==> config.mk <==
export PLATFORM = sky130hd
export DESIGN_NAME = tcrc_top
export DESIGN_NICKNAME = d
export VERILOG_FILES = /design/src/hw/tcrc_pkg.sv /design/src/hw/tcrc_fall_detect.sv /design/src/hw/tcrc_top.sv
export VERILOG_INCLUDE_DIRS = /design/src /design/src/hw
export SDC_FILE = /design/constraint.sdc
export NUM_CORES = 1
export LEC_CHECK = 0
export BUFFER_PORTS_ARGS = -buffer_cell sky130_fd_sc_hd__buf_2
export CAP_MARGIN = 0
export CORE_AREA = 10 10 109 111
export CTS_CLUSTER_SIZE = 30
export DETAILED_ROUTE_END_ITERATION = 7
export DIE_AREA = 0 0 119 121
export GPL_TIMING_DRIVEN = 0
export PLACE_DENSITY_LB_ADDON = 0.08
export RECOVER_POWER = 25
export SLEW_MARGIN = 10
export SYNTH_ARGS = -nofsm -noshare
export SYNTH_HDL_FRONTEND = slang
export SYNTH_SLANG_ARGS = --single-unit
==> constraint.sdc <==
create_clock -name sys_clk_in -period 2.8 [get_ports sys_clk_in]
set_input_delay 0.28 -clock sys_clk_in [delete_from_list [all_inputs] [get_ports sys_clk_in]]
set_output_delay 0.28 -clock sys_clk_in [all_outputs]
set_load 0.02 [all_outputs]
==> src/hw/tcrc_defs.svh <==
// Offsets, field positions, reset values and timing counts of the
// third timer/counter block.
// Assumes an 8-bit APB byte address and 32-bit data words.
`ifndef TCRC_DEFS_SVH
`define TCRC_DEFS_SVH

// --------------------------------------------------------------
// Register byte offsets
// --------------------------------------------------------------
`define TCRC_OFS_CONTROL    8'h00
`define TCRC_OFS_MODE       8'h04
`define TCRC_OFS_COUNT      8'h08
`define TCRC_OFS_RELOAD     8'h0C
`define TCRC_OFS_INT_ENABLE 8'h10

// --------------------------------------------------------------
// Control register fields (bit positions)
// --------------------------------------------------------------
`define TCRC_CTL_CAPTURE_RELOAD_SEL 0
`define TCRC_CTL_TIMER_COUNTER_SEL  1
`define TCRC_CTL_RUN_CONTROL        2
`define TCRC_CTL_EXT_TRIGGER_EN     3
`define TCRC_CTL_TX_BAUD_SEL        4
`define TCRC_CTL_RX_BAUD_SEL        5
`define TCRC_CTL_EXT_EVENT_FLAG     6
`define TCRC_CTL_OVERFLOW_FLAG      7

// --------------------------------------------------------------
// Mode register and interrupt enable fields
// --------------------------------------------------------------
`define TCRC_MODE_DOWN_COUNT_EN     0
`define TCRC_MODE_CLOCK_OUT_EN      1
`define TCRC_IE_TIMER_EN            0

// --------------------------------------------------------------
// Reset values
// --------------------------------------------------------------
`define TCRC_CONTROL_RST    8'h00
`define TCRC_MODE_RST       2'h0
`define TCRC_COUNT_RST      16'h0000
`define TCRC_RELOAD_RST     16'h0000
`define TCRC_COUNT_TOP      16'hFFFF

// --------------------------------------------------------------
// Timing: oscillator periods per increment
// --------------------------------------------------------------
`define TCRC_MACHINE_DIV    4'hC
`define TCRC_STATE_DIV      4'h2

`endif

==> src/hw/tcrc_pkg.sv <==
// Types shared by the third timer/counter block.
// Assumes the constants of tcrc_defs.svh are used alongside.
`default_nettype none

package tcrc_pkg;
  // ------------------------------------------------------------
  // Operating mode picked from the control bits
  // ------------------------------------------------------------
  typedef enum logic [1:0] {
    TCRC_MODE_RELOAD,
    TCRC_MODE_CAPTURE,
    TCRC_MODE_BAUD
  } tcrc_mode_e;

  // Register index after address decode
  typedef logic [2:0] tcrc_index_t;
endpackage

`default_nettype wire

==> src/hw/tcrc_fall_detect.sv <==
// Falling-edge detector for a group of synchronous pin inputs.
// Assumes the inputs are already synchronous to sys_clk_in.
`default_nettype none

module tcrc_fall_detect #(
  parameter int WIDTH = 2
) (
  // Clock and reset
  input  wire logic             sys_clk_in,
  input  wire logic             rst_in,
  // Pin levels and edge pulses
  input  wire logic [WIDTH-1:0] level_in,
  output logic      [WIDTH-1:0] fall_out
);

  // --------------------------------------------------------------
  // One flop and one gate per pin
  // --------------------------------------------------------------
  genvar i;
  generate
    for (i = 0; i < WIDTH; i++) begin : g_pin
      // Each pin keeps its own last level, one driver per flop
      logic last_reg;

      // Idle level is high, so no false edge right after reset
      always_ff @(posedge sys_clk_in or posedge rst_in) begin
        if (rst_in) begin
          last_reg <= 1'b1;
        end else begin
          last_reg <= level_in[i];
        end
      end
      assign fall_out[i] = last_reg & ~level_in[i];
    end
  endgenerate

endmodule

`default_nettype wire

==> src/hw/tcrc_top.sv <==
// Third 16-bit timer/counter with capture, auto-reload, baud tick
// and clock-out, reached over APB.
// Assumes pins are synchronous to sys_clk_in, which is the oscillator.
//
// How it works
// - count source is machine-cycle pulses (state-time pulses in baud or clock-out) or count-pin falls, by select bit
// - capture, auto-reload or baud generator mode from control bits
// - capture mode, trigger off: plain 16-bit count, overflow sets flag
// - capture mode, trigger on: trigger fall copies count to reload bytes
// - capture trigger sets event flag; both flags share one interrupt
// - capture mode never reloads; count continues after a capture
// - down-count enable resets to zero, so reload mode counts up
// - down-count enable in reload mode lets trigger pin level choose direction
// - up reload, trigger off: overflow at FFFF sets flag and reloads
// - up reload, trigger on: trigger fall also reloads and sets event flag
// - interrupt requested when enabled and either flag is set
// - shared pin is the count input in counter operation
// - shared pin can carry a 50% duty clock
// - no overflow flag from rollovers while clock-out runs
// - clock-out and baud tick come from the same rollover
// - down mode, trigger high: count up, flag and reload at FFFF
// - down mode, trigger low: count down, flag at reload value, load FFFF
// - up/down mode toggles event flag on rollover; a set flag also requests the interrupt
//
// Added by the designer: the register addresses and register access over APB.
`default_nettype none

`include "tcrc_defs.svh"

module tcrc_top #(
  parameter int ADDR_W = 8
) (
  // Clock and reset
  input  wire logic              sys_clk_in,
  input  wire logic              rst_in,
  // APB slave
  input  wire logic              psel_in,
  input  wire logic              penable_in,
  input  wire logic              pwrite_in,
  input  wire logic [ADDR_W-1:0] paddr_in,
  input  wire logic [31:0]       pwdata_in,
  input  wire logic [3:0]        pstrb_in,
  output logic      [31:0]       prdata_out,
  output logic                   pready_out,
  output logic                   pslverr_out,
  // Shared count / clock-out pin
  input  wire logic              shared_port_pin_in,
  output logic                   shared_port_pin_out,
  output logic                   shared_port_pin_oe_out,
  // Trigger / direction pin
  input  wire logic              trigger_direction_pin_in,
  // Serial port and interrupt side
  output logic                   baud_tick_out,
  output logic                   tx_baud_source_select_out,
  output logic                   rx_baud_source_select_out,
  output logic                   timer_irq_out
);

  // --------------------------------------------------------------
  // Address decode, shared by read and write paths
  // --------------------------------------------------------------
  localparam tcrc_pkg::tcrc_index_t IDX_CONTROL = 3'h0;
  localparam tcrc_pkg::tcrc_index_t IDX_MODE    = 3'h1;
  localparam tcrc_pkg::tcrc_index_t IDX_COUNT   = 3'h2;
  localparam tcrc_pkg::tcrc_index_t IDX_RELOAD  = 3'h3;
  localparam tcrc_pkg::tcrc_index_t IDX_IE      = 3'h4;
  localparam tcrc_pkg::tcrc_index_t IDX_NONE    = 3'h7;

  function automatic tcrc_pkg::tcrc_index_t decode(
    input logic [ADDR_W-1:0] addr
  );
    logic [7:0] a;
    a = 8'(addr);
    case (a)
      `TCRC_OFS_CONTROL:    decode = IDX_CONTROL;
      `TCRC_OFS_MODE:       decode = IDX_MODE;
      `TCRC_OFS_COUNT:      decode = IDX_COUNT;
      `TCRC_OFS_RELOAD:     decode = IDX_RELOAD;
      `TCRC_OFS_INT_ENABLE: decode = IDX_IE;
      default:              decode = IDX_NONE;
    endcase
  endfunction

  // --------------------------------------------------------------
  // Storage
  // --------------------------------------------------------------
  logic [7:0]  timer_three_control_reg;
  logic [1:0]  timer_three_mode_reg;
  logic        interrupt_enable_reg;
  logic [15:0] count_reg;
  logic [15:0] reload_capture_reg;
  logic [3:0]  prescale_reg;
  logic        state_phase_reg;
  logic        clock_pin_reg;

  // Named views of control and mode bits
  logic capture_reload_select;
  logic timer_counter_select;
  logic run_control;
  logic external_trigger_enable;
  logic down_count_enable;
  logic clock_out_enable;
  logic overflow_flag;
  logic external_event_flag;

  assign capture_reload_select   =
    timer_three_control_reg[`TCRC_CTL_CAPTURE_RELOAD_SEL];
  assign timer_counter_select    =
    timer_three_control_reg[`TCRC_CTL_TIMER_COUNTER_SEL];
  assign run_control             =
    timer_three_control_reg[`TCRC_CTL_RUN_CONTROL];
  assign external_trigger_enable =
    timer_three_control_reg[`TCRC_CTL_EXT_TRIGGER_EN];
  assign overflow_flag           =
    timer_three_control_reg[`TCRC_CTL_OVERFLOW_FLAG];
  assign external_event_flag     =
    timer_three_control_reg[`TCRC_CTL_EXT_EVENT_FLAG];
  assign down_count_enable = timer_three_mode_reg[`TCRC_MODE_DOWN_COUNT_EN];
  assign clock_out_enable  = timer_three_mode_reg[`TCRC_MODE_CLOCK_OUT_EN];

  // --------------------------------------------------------------
  // Pin edges
  // --------------------------------------------------------------
  logic [1:0] pin_fall;

  tcrc_fall_detect #(
    .WIDTH (2)
  ) u_fall (
    .sys_clk_in (sys_clk_in),
    .rst_in     (rst_in),
    .level_in   ({trigger_direction_pin_in, shared_port_pin_in}),
    .fall_out   (pin_fall)
  );

  // --------------------------------------------------------------
  // APB access strobes
  // --------------------------------------------------------------
  tcrc_pkg::tcrc_index_t wr_idx;
  logic                  apb_wr;
  logic                  wr_ctl;
  logic                  wr_mode;
  logic                  wr_ie;
  logic                  wr_cnt;
  logic                  wr_rld;

  assign wr_idx  = decode(paddr_in);
  assign apb_wr  = psel_in & penable_in & pwrite_in & pready_out;
  assign wr_ctl  = apb_wr & (wr_idx == IDX_CONTROL) & pstrb_in[0];
  assign wr_mode = apb_wr & (wr_idx == IDX_MODE) & pstrb_in[0];
  assign wr_ie   = apb_wr & (wr_idx == IDX_IE) & pstrb_in[0];
  assign wr_cnt  = apb_wr & (wr_idx == IDX_COUNT);
  assign wr_rld  = apb_wr & (wr_idx == IDX_RELOAD);

  // --------------------------------------------------------------
  // Event logic
  // --------------------------------------------------------------
  tcrc_pkg::tcrc_mode_e mode;
  logic clock_out_active;
  logic fast_count;
  logic tick;
  logic up_down;
  logic count_up;
  logic roll_up;
  logic roll_down;
  logic rollover;
  logic trig_event;
  logic machine_tick;
  logic state_tick;

  // Mode from the baud selects and capture/reload select
  always_comb begin
    if (timer_three_control_reg[`TCRC_CTL_TX_BAUD_SEL] |
        timer_three_control_reg[`TCRC_CTL_RX_BAUD_SEL]) begin
      mode = tcrc_pkg::TCRC_MODE_BAUD;
    end else if (capture_reload_select) begin
      mode = tcrc_pkg::TCRC_MODE_CAPTURE;
    end else begin
      mode = tcrc_pkg::TCRC_MODE_RELOAD;
    end
  end

  assign machine_tick = (prescale_reg == (`TCRC_MACHINE_DIV - 4'h1));
  assign state_tick   = state_phase_reg;
  // Clock-out only runs from the internal source
  assign clock_out_active = clock_out_enable & ~timer_counter_select;
  assign fast_count = (mode == tcrc_pkg::TCRC_MODE_BAUD) | clock_out_active;

  // Increment source; nothing counts with run cleared
  always_comb begin
    if (!run_control) begin
      tick = 1'b0;
    end else if (timer_counter_select) begin
      tick = pin_fall[0];
    end else if (fast_count) begin
      tick = state_tick;
    end else begin
      tick = machine_tick;
    end
  end

  // Direction: up unless reload mode, down-count enabled and trigger low
  assign up_down  = (mode == tcrc_pkg::TCRC_MODE_RELOAD) & down_count_enable;
  assign count_up = ~up_down | trigger_direction_pin_in;

  assign roll_up    = tick & count_up & (count_reg == `TCRC_COUNT_TOP);
  assign roll_down  = tick & ~count_up &
                      (count_reg == reload_capture_reg);
  assign rollover   = roll_up | roll_down;
  // Trigger falls are ignored in up/down mode, where the pin is direction
  assign trig_event = pin_fall[1] & external_trigger_enable & ~up_down;

  // --------------------------------------------------------------
  // Prescalers: machine cycle and state time
  // --------------------------------------------------------------
  always_ff @(posedge sys_clk_in or posedge rst_in) begin
    if (rst_in) begin
      prescale_reg    <= 4'h0;
      state_phase_reg <= 1'b0;
    end else begin
      if (machine_tick) begin
        prescale_reg <= 4'h0;
      end else begin
        prescale_reg <= prescale_reg + 4'h1;
      end
      // Two oscillator periods per state time
      state_phase_reg <= (`TCRC_STATE_DIV == 4'h2) ? ~state_phase_reg
                                                    : 1'b1;
    end
  end

  // --------------------------------------------------------------
  // Count register
  // --------------------------------------------------------------
  // Software writes win over counting; they are rare and deliberate
  always_ff @(posedge sys_clk_in or posedge rst_in) begin
    if (rst_in) begin
      count_reg <= `TCRC_COUNT_RST;
    end else if (wr_cnt) begin
      if (pstrb_in[0]) begin
        count_reg[7:0] <= pwdata_in[7:0];
      end
      if (pstrb_in[1]) begin
        count_reg[15:8] <= pwdata_in[15:8];
      end
    end else if (roll_down) begin
      count_reg <= `TCRC_COUNT_TOP;
    end else if (roll_up) begin
      if (mode == tcrc_pkg::TCRC_MODE_CAPTURE) begin
        count_reg <= 16'h0000;
      end else begin
        count_reg <= reload_capture_reg;
      end
    end else if (trig_event && mode == tcrc_pkg::TCRC_MODE_RELOAD) begin
      count_reg <= reload_capture_reg;
    end else if (tick) begin
      count_reg <= count_up ? count_reg + 16'h0001
                            : count_reg - 16'h0001;
    end
  end

  // --------------------------------------------------------------
  // Reload / capture register
  // --------------------------------------------------------------
  // Capture wins over a software write in the same cycle
  always_ff @(posedge sys_clk_in or posedge rst_in) begin
    if (rst_in) begin
      reload_capture_reg <= `TCRC_RELOAD_RST;
    end else if (trig_event && mode == tcrc_pkg::TCRC_MODE_CAPTURE) begin
      reload_capture_reg <= count_reg;
    end else if (wr_rld) begin
      if (pstrb_in[0]) begin
        reload_capture_reg[7:0] <= pwdata_in[7:0];
      end
      if (pstrb_in[1]) begin
        reload_capture_reg[15:8] <= pwdata_in[15:8];
      end
    end
  end

  // --------------------------------------------------------------
  // Control register and flags
  // --------------------------------------------------------------
  logic [7:0] ctl_next;
  logic       tf_set;

  // Neither baud rollovers nor clock-out rollovers raise the flag
  assign tf_set = rollover & (mode != tcrc_pkg::TCRC_MODE_BAUD) &
                  ~clock_out_active;

  // Hardware setting a flag wins over a software clear
  always_comb begin
    ctl_next = wr_ctl ? pwdata_in[7:0] : timer_three_control_reg;
    if (tf_set) begin
      ctl_next[`TCRC_CTL_OVERFLOW_FLAG] = 1'b1;
    end
    if (up_down && rollover) begin
      ctl_next[`TCRC_CTL_EXT_EVENT_FLAG] =
        ~ctl_next[`TCRC_CTL_EXT_EVENT_FLAG];
    end else if (trig_event) begin
      ctl_next[`TCRC_CTL_EXT_EVENT_FLAG] = 1'b1;
    end
  end

  always_ff @(posedge sys_clk_in or posedge rst_in) begin
    if (rst_in) begin
      timer_three_control_reg <= `TCRC_CONTROL_RST;
    end else begin
      timer_three_control_reg <= ctl_next;
    end
  end

  // Mode register; reset clears down-count enable
  always_ff @(posedge sys_clk_in or posedge rst_in) begin
    if (rst_in) begin
      timer_three_mode_reg <= `TCRC_MODE_RST;
    end else if (wr_mode) begin
      timer_three_mode_reg <= pwdata_in[1:0];
    end
  end

  // Interrupt enable bit
  always_ff @(posedge sys_clk_in or posedge rst_in) begin
    if (rst_in) begin
      interrupt_enable_reg <= 1'b0;
    end else if (wr_ie) begin
      interrupt_enable_reg <= pwdata_in[`TCRC_IE_TIMER_EN];
    end
  end

  // --------------------------------------------------------------
  // Pin, baud and interrupt outputs
  // --------------------------------------------------------------
  // Toggle per rollover gives a 50% duty clock
  always_ff @(posedge sys_clk_in or posedge rst_in) begin
    if (rst_in) begin
      clock_pin_reg          <= 1'b0;
      shared_port_pin_oe_out <= 1'b0;
    end else begin
      if (clock_out_active && rollover) begin
        clock_pin_reg <= ~clock_pin_reg;
      end
      shared_port_pin_oe_out <= clock_out_active;
    end
  end
  assign shared_port_pin_out = clock_pin_reg;

  // Same rollover feeds the serial port and the clock pin
  always_ff @(posedge sys_clk_in or posedge rst_in) begin
    if (rst_in) begin
      baud_tick_out             <= 1'b0;
      tx_baud_source_select_out <= 1'b0;
      rx_baud_source_select_out <= 1'b0;
    end else begin
      baud_tick_out <= rollover & (mode == tcrc_pkg::TCRC_MODE_BAUD);
      // Same cycle's bits as the tick, so the two never disagree
      tx_baud_source_select_out <=
        timer_three_control_reg[`TCRC_CTL_TX_BAUD_SEL];
      rx_baud_source_select_out <=
        timer_three_control_reg[`TCRC_CTL_RX_BAUD_SEL];
    end
  end

  // One request for both flags; software polls to tell them apart
  always_ff @(posedge sys_clk_in or posedge rst_in) begin
    if (rst_in) begin
      timer_irq_out <= 1'b0;
    end else begin
      timer_irq_out <= interrupt_enable_reg &
        (ctl_next[`TCRC_CTL_OVERFLOW_FLAG] |
         ctl_next[`TCRC_CTL_EXT_EVENT_FLAG]);
    end
  end

  // --------------------------------------------------------------
  // APB answer: ready one cycle after setup, data sampled at setup
  // --------------------------------------------------------------
  tcrc_pkg::tcrc_index_t rd_idx;
  logic [31:0]           rd_word;

  assign rd_idx = decode(paddr_in);

  always_comb begin
    case (rd_idx)
      IDX_CONTROL: rd_word = {24'h000000, timer_three_control_reg};
      IDX_MODE:    rd_word = {30'h00000000, timer_three_mode_reg};
      IDX_COUNT:   rd_word = {16'h0000, count_reg};
      IDX_RELOAD:  rd_word = {16'h0000, reload_capture_reg};
      IDX_IE:      rd_word = {31'h00000000, interrupt_enable_reg};
      default:     rd_word = 32'h00000000;
    endcase
  end

  always_ff @(posedge sys_clk_in or posedge rst_in) begin
    if (rst_in) begin
      pready_out  <= 1'b0;
      pslverr_out <= 1'b0;
      prdata_out  <= 32'h00000000;
    end else begin
      pready_out  <= psel_in & ~penable_in;
      pslverr_out <= psel_in & ~penable_in & (rd_idx == IDX_NONE);
      if (psel_in && !penable_in && !pwrite_in) begin
        prdata_out <= rd_word;
      end
    end
  end

endmodule

`default_nettype wire

[Word-level counts from Yosys, hierarchy flattened]
Index checks and enable logic that the tools add are counted.
Widths: inputs -> output; s select.
Word-level totals
  flip-flop bits (word level): 90
  output and inout port bits: 40
  word-level logic and storage cells: 125
Cells by class
  add/sub/neg operators: 3
  equal/unequal tests: 17
  multiplexer cells: 23
  bitwise gates (word level): 42
  reductions and logical operators: 19
Operators with widths (count)
  $mux 16: 9
  $pmux 16 s5: 1
  $and 1x1->1: 27
  $mux 8: 3
  $add 16x1->16 const B: 1
  $eq 16x16->1: 1
  $eq 16x16->1 const B: 1
  $eq 8x4->1 const B: 2
  $sub 16x1->16 const B: 1
  $pmux 3 s5: 1
  $not 1->1: 10
  $eq 8x3->1 const B: 1
  $eq 8x5->1 const B: 1
  $logic_not 8->1: 1
  $reduce_and 2->1: 4
  $mux 1: 7
  $eq 3x2->1 const B: 2
  $eq 3x3->1 const B: 2
  $logic_and 1x1->1: 6
  $ne 2x2->1 const B: 3
  $reduce_bool 2->1: 3
  $or 1x1->1: 5
  $reduce_bool 5->1: 1
  $add 4x1->4 const B: 1
  other kinds (9): 10

[Longest topological paths before layout]
Gate-level depths: netlist of the first run.
  word-level depth: 15
  mapped depth: 11
  gate-level depth less buffers: 10

[Hierarchy]
From an unflattened synthesis of the first run, not the netlist that was laid out.
Unflattened totals
  cells, all modules: 497
  area total of the unflattened synthesis: 4640.7 µm²
Modules (own cells, without submodules)
  tcrc_top: instances 1, cells each 492, area an instance 4556.9 µm², seq. area each 1801.7 µm²
  tcrc_fall_detect: instances 1, cells each 5, area an instance 83.8 µm², seq. area each 52.6 µm²

[Worst setup path before layout of the first run]
Ideal clock, no wire load.
  kind: register to register
  start: register timer_three_control_reg[5]
  end: register count_reg[14]
  library setup time: 140 ps
  data arrival time: 2554 ps
  data required time: 2660 ps
  slack: 106 ps
  stages on the path, launching flop included: 11
  path buffers: 0
  clock period less this slack: 2694 ps
  cells stage by stage: dfrtp_1 nor4b_2 nand2_1 xnor2_1 ha_1 and4_1 a22o_1 nor4_1 o21ai_0 a2111oi_0 a211oi_1
Between the ends
  cells in the longest elaborated chain, start to end: 12
RTL lines
  start, declared: line tcrc_top.sv:87  | logic [7:0] timer_three_control_reg;
  start signal, assigned: line tcrc_top.sv:306  | timer_three_control_reg <= `TCRC_CONTROL_RST;
  start signal, assigned: line tcrc_top.sv:308  | timer_three_control_reg <= ctl_next;
  $or 1x1->1 *: line tcrc_top.sv:172  | if (timer_three_control_reg[`TCRC_CTL_TX_BAUD_SEL] |
  $mux 2 *: line tcrc_top.sv:172
  $eq 2x2->1 / $logic_not 2->1 (equally long branches): line tcrc_top.sv:186, tcrc_top.sv:202, tcrc_top.sv:253
  $or 1x1->1 / $and 1x1->1 (equally long branches): line tcrc_top.sv:186, tcrc_top.sv:202
  $mux 1 / $not 1->1 (equally long branches): line tcrc_top.sv:194, tcrc_top.sv:203, tcrc_top.sv:210
  $mux 1 / $or 1x1->1 (equally long branches): line tcrc_top.sv:192, tcrc_top.sv:203
  $mux 1 / $mux 16 (equally long branches): line tcrc_top.sv:190, tcrc_top.sv:256
  $and 1x1->1 / $mux 16 (equally long branches): line tcrc_top.sv:205, tcrc_top.sv:255
  $and 1x1->1 / $mux 16 (equally long branches): line tcrc_top.sv:205, tcrc_top.sv:253
  $mux 16: line tcrc_top.sv:247  | end else if (roll_up) begin
  $mux 16: line tcrc_top.sv:245  | end else if (roll_down) begin
  $mux 16: line tcrc_top.sv:238  | end else if (wr_cnt) begin
  end signal, assigned: line tcrc_top.sv:237  | count_reg <= `TCRC_COUNT_RST;
  end signal, assigned: line tcrc_top.sv:246  | count_reg <= `TCRC_COUNT_TOP;
  end signal, assigned: line tcrc_top.sv:251  | count_reg <= reload_capture_reg;
  end, declared: line tcrc_top.sv:90  | logic [15:0] count_reg;
Mark *: on every way between the ends. The rest lies on a longest branch, timed or not. The select of a mux whose other input is x is not followed.
A chain may end at the register's enable or synchronous reset.

[Worst setup path in the final report of the first run]
  start: register timer_three_control_reg[0]
  end: register count_reg[14]
Between the ends
  cells in the longest elaborated chain, start to end: 12
RTL lines
  $mux 1 *: line tcrc_top.sv:175  | end else if (capture_reload_select) begin
  $mux 2 *: line tcrc_top.sv:172
  $eq 2x2->1 / $logic_not 2->1 (equally long branches): line tcrc_top.sv:186, tcrc_top.sv:202, tcrc_top.sv:253
  $or 1x1->1 / $and 1x1->1 (equally long branches): line tcrc_top.sv:186, tcrc_top.sv:202
  $mux 1 / $not 1->1 (equally long branches): line tcrc_top.sv:194, tcrc_top.sv:203, tcrc_top.sv:210
  $mux 1 / $or 1x1->1 (equally long branches): line tcrc_top.sv:192, tcrc_top.sv:203
  $mux 1 / $mux 16 (equally long branches): line tcrc_top.sv:190, tcrc_top.sv:256
  $and 1x1->1 / $mux 16 (equally long branches): line tcrc_top.sv:205, tcrc_top.sv:255
  $and 1x1->1 / $mux 16 (equally long branches): line tcrc_top.sv:205, tcrc_top.sv:253
  $mux 16: line tcrc_top.sv:247
  $mux 16: line tcrc_top.sv:245
  $mux 16: line tcrc_top.sv:238
Marks and branches as above.

==> results.toml, run 1 <==
[cts]
cts_root_buffer = "clkbuf_8"
clkSinkCount = 74
cts_tree = "done"
clock_latency_ps = 380
clk_pin_slew_ps = 90
cts_buffer_depth = 2
cts_buffers = 9
htree_levels = 3

[critical_path]
critPathRequiredTime_ps = 3050
path_class = "reg2reg"
worst-path-max-fanout = 5
worstReg2RegStart = "timer_three_control_reg[0]"
end_kind = "flop"
r2r_cells = 10
arrival_ps = 3000
startpoint = "timer_three_control_reg[0]"
cp-start-kind = "flop"

[layout]
syn_to_final_growth_pct = 18.1
design_area_sq_um = 5730
drive_above_1_share_pct = 25.1
final_common_cell = "nand2_1"
num-nets-final = 686
final_cell_mix = "nand2_1, dfrtp_1, buf_2, o21ai_0, buf_4"
fin_cells = 771
final_util_pct = 59.4
antenna_cells = 0

[drt]
drt_iter0_drc = 502
wl_per_cell_um = 20.5
drtAntennaViolNets = 0
vias = 4678
drc = 0
vias_per_cell = 6.07
drt_wl_total_mm = 15.8
first_pass_iters = 7

[sta]
slew_headroom_pct = -7.68
timing.final.crit_period_ps = 2740
clock_skew_ps = 15.6
timing.setup.tns_ps = 0
fmax_ghz = 0.364
grt_setup_unrepaired = "true"
setup_violations = 0
hold_viol = 0
slew_viol_final = 66
min_period_over_period_pct = 98.0
worstMarginPinSlew_ps = 1620

[pwr]
p_total_mw = 2.19
pwr-share-comb_pct = 8.6
p_int_mw = 1.57
p_seq_share_pct = 49.4
vdd_drop_max_v = 0.000292
swShare_pct = 28.4
power_leakage_nw = 2.56
netSwitchingPower_mw = 0.624
p_per_area_nw_per_um2 = 383
p_clk_share_pct = 42.0

[die]
die_area_sq_um = 14400
rows = 36
die_width_um = 119
die_h_um = 121
core_area_sq_um = 9640
boundaryPins = 91
start_util_pct = 50.3

[grt]
first_global_vias = 4461
overflow = 0
antenna_found_initial = 0
grt_start_max_net_pins = 66
grt_pass1_wl_mm = 24.6
grt_use_total_pct = 21.3

[hold_path]
min_path_cells = 1
holdCritPathClass = "in2reg"
min_from = "shared_port_pin_in"

[logic_synthesis]
syn-instance-count = 537
synth-edff-count = 0
synth_area_sq_um = 4850
ys_seq_area_share_pct = 38.2
synth-seq-cells = 74
yosysWarnings = 0
synth_cell_types = 76
async_flop_share_pct = 100
ys.flop_type = "dfrtp_1"
syn_area_per_cell_sq_um = 9.03

[job]
maxCapViolCount = 1

[run_status]
violations = "max-capacitance violations, max-slew violations"
status = "finished with violations"

[place]
placed_cells = 742
portBuffers = 56
gp_congestion = 0.935
place_area_sq_um = 5380
dp_hpwl_mm = 11.9
synth_stat cells (all sizes together) (6+ instances only):
master	n	area, sq um
nor4	16	106
nand3	10	55.1
or3	7	43.8
nor3	11	71.3
xnor2	7	61.3
buf	28	189
nand4	7	43.8
o21ai	42	210
nand2	71	267
nor2	32	139
nor4b	6	73.8
a22oi	13	103
a21oi	10	50.1
mux2	16	180
or4	7	56.3
dfrtp	72	1800
o31ai	14	124
inv	14	52.6
clkbuf	26	97.6
a211oi	7	57.6
a31oi	7	43.8
xor2	20	175
mux2i	21	210
stage by stage:
step	hold slack [ps]	setup WS [ps]
detailed placement	192	-487
CTS	4.04	2.93
global placement	397	-516
floorplan	284	106
global route	1.70	-58.0
finish	9.81	56.2
layer usage:
layer  up-vias  GRT usage (%)  wire length (um)
met5         -              0                 0
met4         0           5.73               301
met3        35           6.19              1680
met2       266           33.5              7250
met1      2233           28.1              6600
li1       2144              -                 -
final timing paths:
check / slack [ps] / to
worst max-delay path: 60 / count_reg[14]
worst min-delay path: 10 / u_fall.g_pin[0].last_reg
worst max register to register: 60 / count_reg[14]
worst min register to register: 410 / state_phase_reg
max in group asynchronous: 410 / timer_three_control_reg[4]
min in group asynchronous: 410 / prdata_out[2]
critical path, stage by stage, from the launching register on:
cell	delay [ps]
dfrtp_2	460
nor4b_4	340
nand2_2	130
xnor2_2	150
ha_2	240
and4_1	220
a22o_1	240
nor4_2	230
o21ai_1	120
a2111oi_1	400
a211oi_1	100
power groups by stage:
stage | combinational (mW) | clock, mW | sequential (mW)
global route | 0.206 | 0.969 | 1.09
global placement | 0.181 | 0 | 1.11
floorplan | 0.110 | 0 | 1.11
CTS | 0.191 | 0.920 | 1.08
finish | 0.188 | 0.922 | 1.08
detailed placement | 0.188 | 0 | 1.11
cell families (layout without fill, tap and decap cells):
| family | Yosys count | in the layout | share of synthesized area, % |
|---|---|---|---|
| and+or+nand+nor | 198 | 198 | 22.3 |
| AOI/OAI and AO/OA | 129 | 129 | 18.5 |
| DFF | 74 | 74 | 38.2 |
| buffers and inverters | 68 | 154 | 6.99 |
| muxes | 38 | 38 | 8.51 |
| xor gates and xnor gates | 27 | 27 | 4.87 |
| adders and majority gates | 2 | 2 | 0.516 |
| other | 1 | 16 | 0.0773 |
final cells by class:
cell class	instances	area (sq um)
Inverter	14	53.8
Tap cell	133	166
Fill cell	908	3910
Timing Repair Buffer	70	388
Sequential cell	74	1860
Clock buffer	9	124
Multi-Input combinational cell	410	2760
Buffer	54	290
Clock inverter	7	82.6
what timing repair did:
| item | 4_1_cts | 5_1_grt |
|---|---|---|
| buffers inserted | 3 | 8 |
| gates resized for setup | 8 | 11 |
| hold endpoints to repair | 10 | 0 |
| pin swaps | 3 | 7 |
| hold buffers | 2 | 0 |
| endpoints found under the setup margin | 4 | 5 |
(Power assumes the default switching activity.)
==> run 2: changes to the inputs <==
- CTS_CLUSTER_SIZE: 30 -> not set
- clock period: 2.8 -> 2.5 ns (I/O delays scaled with it)
==> run 2 against run 1 <==
Against the previous run:
- the flow finishes with violations (negative setup slack)
- sequential power up 13%
- highest routed layer unchanged
- count of clock-buffer cells in the layout did not move
- combinational power up 18%
- first-iteration DRC count shrank 7.6%
- setup slack got worse by 260 ps
- critical path depth increased by 1
- wire length rose by 1.5%
- global-route usage increased by 0.30 points
- critical endpoint is now count_reg[10]
- sequential share of layout area decreased by 1.8 points
==> results.toml, run 2 (synthesized netlist as in run 1, its figures left out) <==
[run_status]
status = "finished with violations"
violations = "negative setup slack"

[layout]
fin_cells = 783
final_util_pct = 63.0
design_area_sq_um = 6070
fillCellCount = 832
multiInputGateArea_sq_um = 2950
seq_area_sq_um = 1860
drive_above_1_share_pct = 30.9
num-nets-final = 698
syn_to_final_growth_pct = 25.1
antenna_cells = 0
final_cell_mix = "nand2_1, dfrtp_1, buf_2, buf_4, o21ai_0"

[critical_path]
crit_chain = "nor4b_4 -> nand2_2 -> xnor2_2 -> ha_2 -> and4_1 -> buf_4 -> o211ai_1 -> o22ai_2 -> nor4b_4 -> a211oi_2 -> o31ai_1"
crit_buf_inv = 1
startpoint = "timer_three_control_reg[5]"
end_kind = "flop"
path_class = "reg2reg"
slowest_delay_ps = 450
worstReg2RegStart = "timer_three_control_reg[5]"
crit_slowest_cell = "dfrtp_2"
arrival_ps = 3000
worst-path-max-fanout = 3
path_common_cell = "nor4b_4"
critPathRequiredTime_ps = 2800
critical-path-top-delay-family = "simple AND/OR/NAND/NOR gates"
cp-start-kind = "flop"

[pwr]
pwr-share-comb_pct = 9.0
p_seq_share_pct = 49.1
p_per_area_nw_per_um2 = 408
netSwitchingPower_mw = 0.706
p_clk_share_pct = 42.0
vdd_drop_max_v = 0.000275
power_leakage_nw = 2.70
p_int_mw = 1.77
p_total_mw = 2.48
swShare_pct = 28.5

[sta]
slew_headroom_pct = 25.1
hold_ws_ps = 132
slew_viol_final = 0
grt_setup_unrepaired = "true"
fmax_ghz = 0.370
hold_viol = 0
timing.final.crit_period_ps = 2700
setup_violations = 5
min_period_over_period_pct = 108
clock_skew_ps = 13.9
timing.setup.tns_ps = -543
worstMarginPinSlew_ps = 1120
finalWorstSetupSlack_ps = -203

[drt]
drtAntennaViolNets = 0
drc = 0
first_pass_iters = 6
drt_iter0_drc = 464
drt_wl_total_mm = 16.1
wl_per_cell_um = 20.5
vias = 4755
vias_per_cell = 6.07

[die]
rows = 36
die_area_sq_um = 14400
core_area_sq_um = 9640
boundaryPins = 91
die_h_um = 121
start_util_pct = 50.3
die_width_um = 119

[cts]
clk_pin_slew_ps = 100
clock_latency_ps = 390
cts_tree = "done"
cts_root_buffer = "clkbuf_8"
clkSinkCount = 74
cts_buffer_depth = 2
cts_buffers = 9
htree_levels = 3

[place]
dp_hpwl_mm = 11.8
gp_congestion = 0.930
place_area_sq_um = 5390
placed_cells = 742
dpl_worst_slack_ps = -698
portBuffers = 56

[job]
maxCapViolCount = 0

[grt]
overflow = 0
first_global_vias = 4610
grt_pass1_wl_mm = 24.9
grt_use_total_pct = 21.6
antenna_found_initial = 0
grt_start_max_net_pins = 53

[hold_path]
holdCritPathClass = "in2reg"
min_from = "pwdata_in[4]"
==> run 2: what timing repair did <==
item,in CTS,in global routing
resized for setup,27,48
endpoints found under the hold margin,24,0
pin swaps,9,16
hold buffers,3,0
cloned,0,1
setup endpoints to repair,14,36
buffers inserted,14,7
==> run 2: per-layer routing <==
layer	up-vias	track usage, %	part of all wire (%)
met2	250	32.4	45
met4	0	10.5	3.1
met3	46	5.44	9.1
met5	-	0	0
met1	2284	28.6	43
li1	2175	-	-
==> run 2: final timing paths <==
kind	end	slack (ps)	cells past startpoint
hold reg to reg	state_phase_reg	420	1
max in group asynchronous	u_fall.g_pin[1].last_reg	1080	4
setup / recovery	count_reg[10]	-200	11
min in group asynchronous	reload_capture_reg[14]	630	3
setup reg to reg	count_reg[10]	-200	11
hold / removal	timer_three_control_reg[4]	130	2
==> run 2: power groups by stage <==
stage                     Clock, mW  Combinational, mW  Sequential (mW)
after floorplan                   0              0.123             1.24
final                          1.04              0.222             1.22
after CTS                      1.04              0.216             1.22
after global routing           1.09              0.243             1.22
after global placement            0              0.202             1.24
after detailed placement          0              0.210             1.24
==> run 2: area by class of cell <==
type                            count  share of cell area, %
Multi-Input combinational cell    410                   48.6
Tap cell                          133                   2.74
Clock inverter                      7                   1.42
Buffer                             54                   5.44
Sequential cell                    74                   30.6
Clock buffer                        9                   2.04
Timing Repair Buffer               82                   8.27
Inverter                           14                  0.886
==> run 3: changes to the inputs <==
- CELL_PAD_IN_SITES_DETAIL_PLACEMENT: not set -> 1
- CELL_PAD_IN_SITES_GLOBAL_PLACEMENT: not set -> 1
- CORE_AREA: 10 10 109 111 -> 4 4 118 120
- DIE_AREA: 0 0 119 121 -> 0 0 122 124
==> run 3 against run 2 <==
Against the previous run:
- the run still ends with negative setup slack left
- combinational power increased by 3%
- maximum frequency decreased by 1.2%
- critical path depth decreased by 1
- cell count increased by 7.0%
- register-to-register slack got worse by 30 ps
- non-clock buffer count increased by 12
- clock power increased by 32%
- critical endpoint is now count_reg[14]
- sequential power about the same
- highest routed layer unchanged
- wire length increased by 19%
==> results.toml, run 3 (synthesized netlist as in run 1, its figures left out) <==
[run_status]
status = "finished with violations"
violations = "negative setup slack"

[die]
rows = 42
die_h_um = 124
die_area_sq_um = 15100
boundaryPins = 91
start_util_pct = 37.4
core_area_sq_um = 13000
die_width_um = 122

[critical_path]
worst-path-max-fanout = 4
slowest_delay_ps = 450
rrSetupSlack_ps = -230
crit_slowest_cell = "dfrtp_2"
end_kind = "flop"
path_class = "reg2reg"
crit_chain = "nor4b_4 -> nand2_2 -> xnor2_2 -> ha_2 -> and4_4 -> a22o_2 -> nor4b_4 -> o21ai_1 -> a2111oi_2 -> a211oi_1"
path_common_cell = "nor4b_4"
arrival_ps = 2960
cp-start-kind = "flop"
critPathRequiredTime_ps = 2720

[drt]
vias = 4863
drtAntennaViolNets = 0
first_pass_iters = 5
drc = 0
vias_per_cell = 5.80
wl_per_cell_um = 22.8
drt_iter0_drc = 441
drt_wl_total_mm = 19.1

[cts]
cts_root_buffer = "clkbuf_16"
clkSinkCount = 74
clk_pin_slew_ps = 60
htree_levels = 3
cts_tree = "done"
cts_buffers = 9
clock_latency_ps = 350
cts_buffer_depth = 2

[sta]
slew_headroom_pct = 56.7
worstMarginPinSlew_ps = 643
hold_viol = 0
timing.setup.tns_ps = -2000
finalWorstSetupSlack_ps = -235
clock_skew_ps = 7.54
min_period_over_period_pct = 109
grt_setup_unrepaired = "true"
timing.final.crit_period_ps = 2730
fmax_ghz = 0.366
slew_viol_final = 0
setup_violations = 15

[grt]
antenna_found_initial = 0
grt_use_total_pct = 25.0
use_met1_pct = 33.7
grt_pass1_wl_mm = 28.4
use_met2_pct = 40.3
grt_util_met3_pct = 5.04
globalRoute.busiestLayer = "met2"
overflow = 0
first_global_vias = 4950
grt_start_max_net_pins = 46

[pwr]
power_leakage_nw = 2.84
pwr-share-comb_pct = 8.1
netSwitchingPower_mw = 0.734
vdd_drop_max_v = 0.000366
p_int_mw = 2.08
p_clk_share_pct = 48.6
swShare_pct = 26.1
p_seq_share_pct = 43.3
p_total_mw = 2.81
p_per_area_nw_per_um2 = 439

[layout]
multiInputGateArea_sq_um = 2980
final_util_pct = 49.4
fillCellCount = 1525
design_area_sq_um = 6410
num-nets-final = 710
seq_area_sq_um = 1860
final_common_cell = "dfrtp_1"
syn_to_final_growth_pct = 32.1
final_cell_mix = "dfrtp_1, nand2_1, buf_2, buf_4, o21ai_0"
antenna_cells = 0
drive_above_1_share_pct = 33.7

[place]
portBuffers = 56
gp_congestion = 0.882
place_area_sq_um = 5450
dp_hpwl_mm = 13.5

[hold_path]
holdCritPathClass = "in2reg"

[job]
maxCapViolCount = 0
## run 3: changes by cell type in the layout (fill, tap and decap cells not counted), sizes merged
| cell | before | now |
|---|---|---|
| buf | 106 | 118 |
| clkinvlp | 2 | 1 |
| inv | 16 | 17 |
## run 3: final cells by class
| class | count | area share (%) |
|---|---|---|
| flip-flops and latches | 74 | 29.0 |
| inverters | 14 | 0.859 |
| repair buffers | 94 | 9.92 |
| well taps | 176 | 3.44 |
| plain buffers | 54 | 5.41 |
| multi-input cells | 410 | 46.6 |
| clock buffers | 9 | 3.52 |
| clock inverters | 7 | 1.31 |
## run 3: critical path, delay by kind of cell, from the launching register on
family / cells / cell delay (ps)
AND/OR/NAND/NOR: 4 / 1020
AO/OA/AOI/OAI: 4 / 770
flip-flops: 1 / 450
adder cells (fa/ha/maj): 1 / 210
XOR/XNOR: 1 / 160
## run 3: power groups by stage
stage	Clock (mW)	Combinational, mW	Sequential [mW]
after floorplan	0	0.123	1.24
after global placement	0	0.207	1.24
after detailed placement	0	0.215	1.24
after CTS	1.39	0.221	1.22
after global routing	1.45	0.251	1.22
final	1.37	0.228	1.22
## run 3: worst paths after layout
check | start | endpoint | cells past startpoint
setup reg to reg | timer_three_control_reg[5] | count_reg[14] | 10
hold reg to reg | state_phase_reg | state_phase_reg | 1
setup / recovery | timer_three_control_reg[5] | count_reg[14] | 10
hold / removal | psel_in | pready_out | 3
max in group asynchronous | rst_in | u_fall.g_pin[1].last_reg | 4
min in group asynchronous | rst_in | prdata_out[3] | 3
## run 3: stage by stage
stage / instances / worst slack, ps / hold WS (ps)
3_3_place_gp: 784 / -700 / 367
2_1_floorplan: 552 / -75.3 / 254
3_5_place_dp: 785 / -821 / 295
6_report: 838 / -235 / 173
4_1_cts: 821 / -214 / 1.58
5_1_grt: 838 / -330 / 174
## run 3: metal layers
metal	share of wire (%)	vias up
met5	0	-
li1	-	2208
met2	47	183
met1	44	2433
met3	5.7	39
met4	3.0	0
## run 3: repair_timing
| action | in CTS | in global routing |
|---|---|---|
| resized for setup | 34 | 59 |
| endpoints found under the hold margin | 30 | 1 |
| endpoints found under the setup margin | 18 | 20 |
| setup buffers | 18 | 15 |
| pin swaps | 10 | 22 |
| hold buffers | 2 | 1 |
| gates cloned | 0 | 1 |
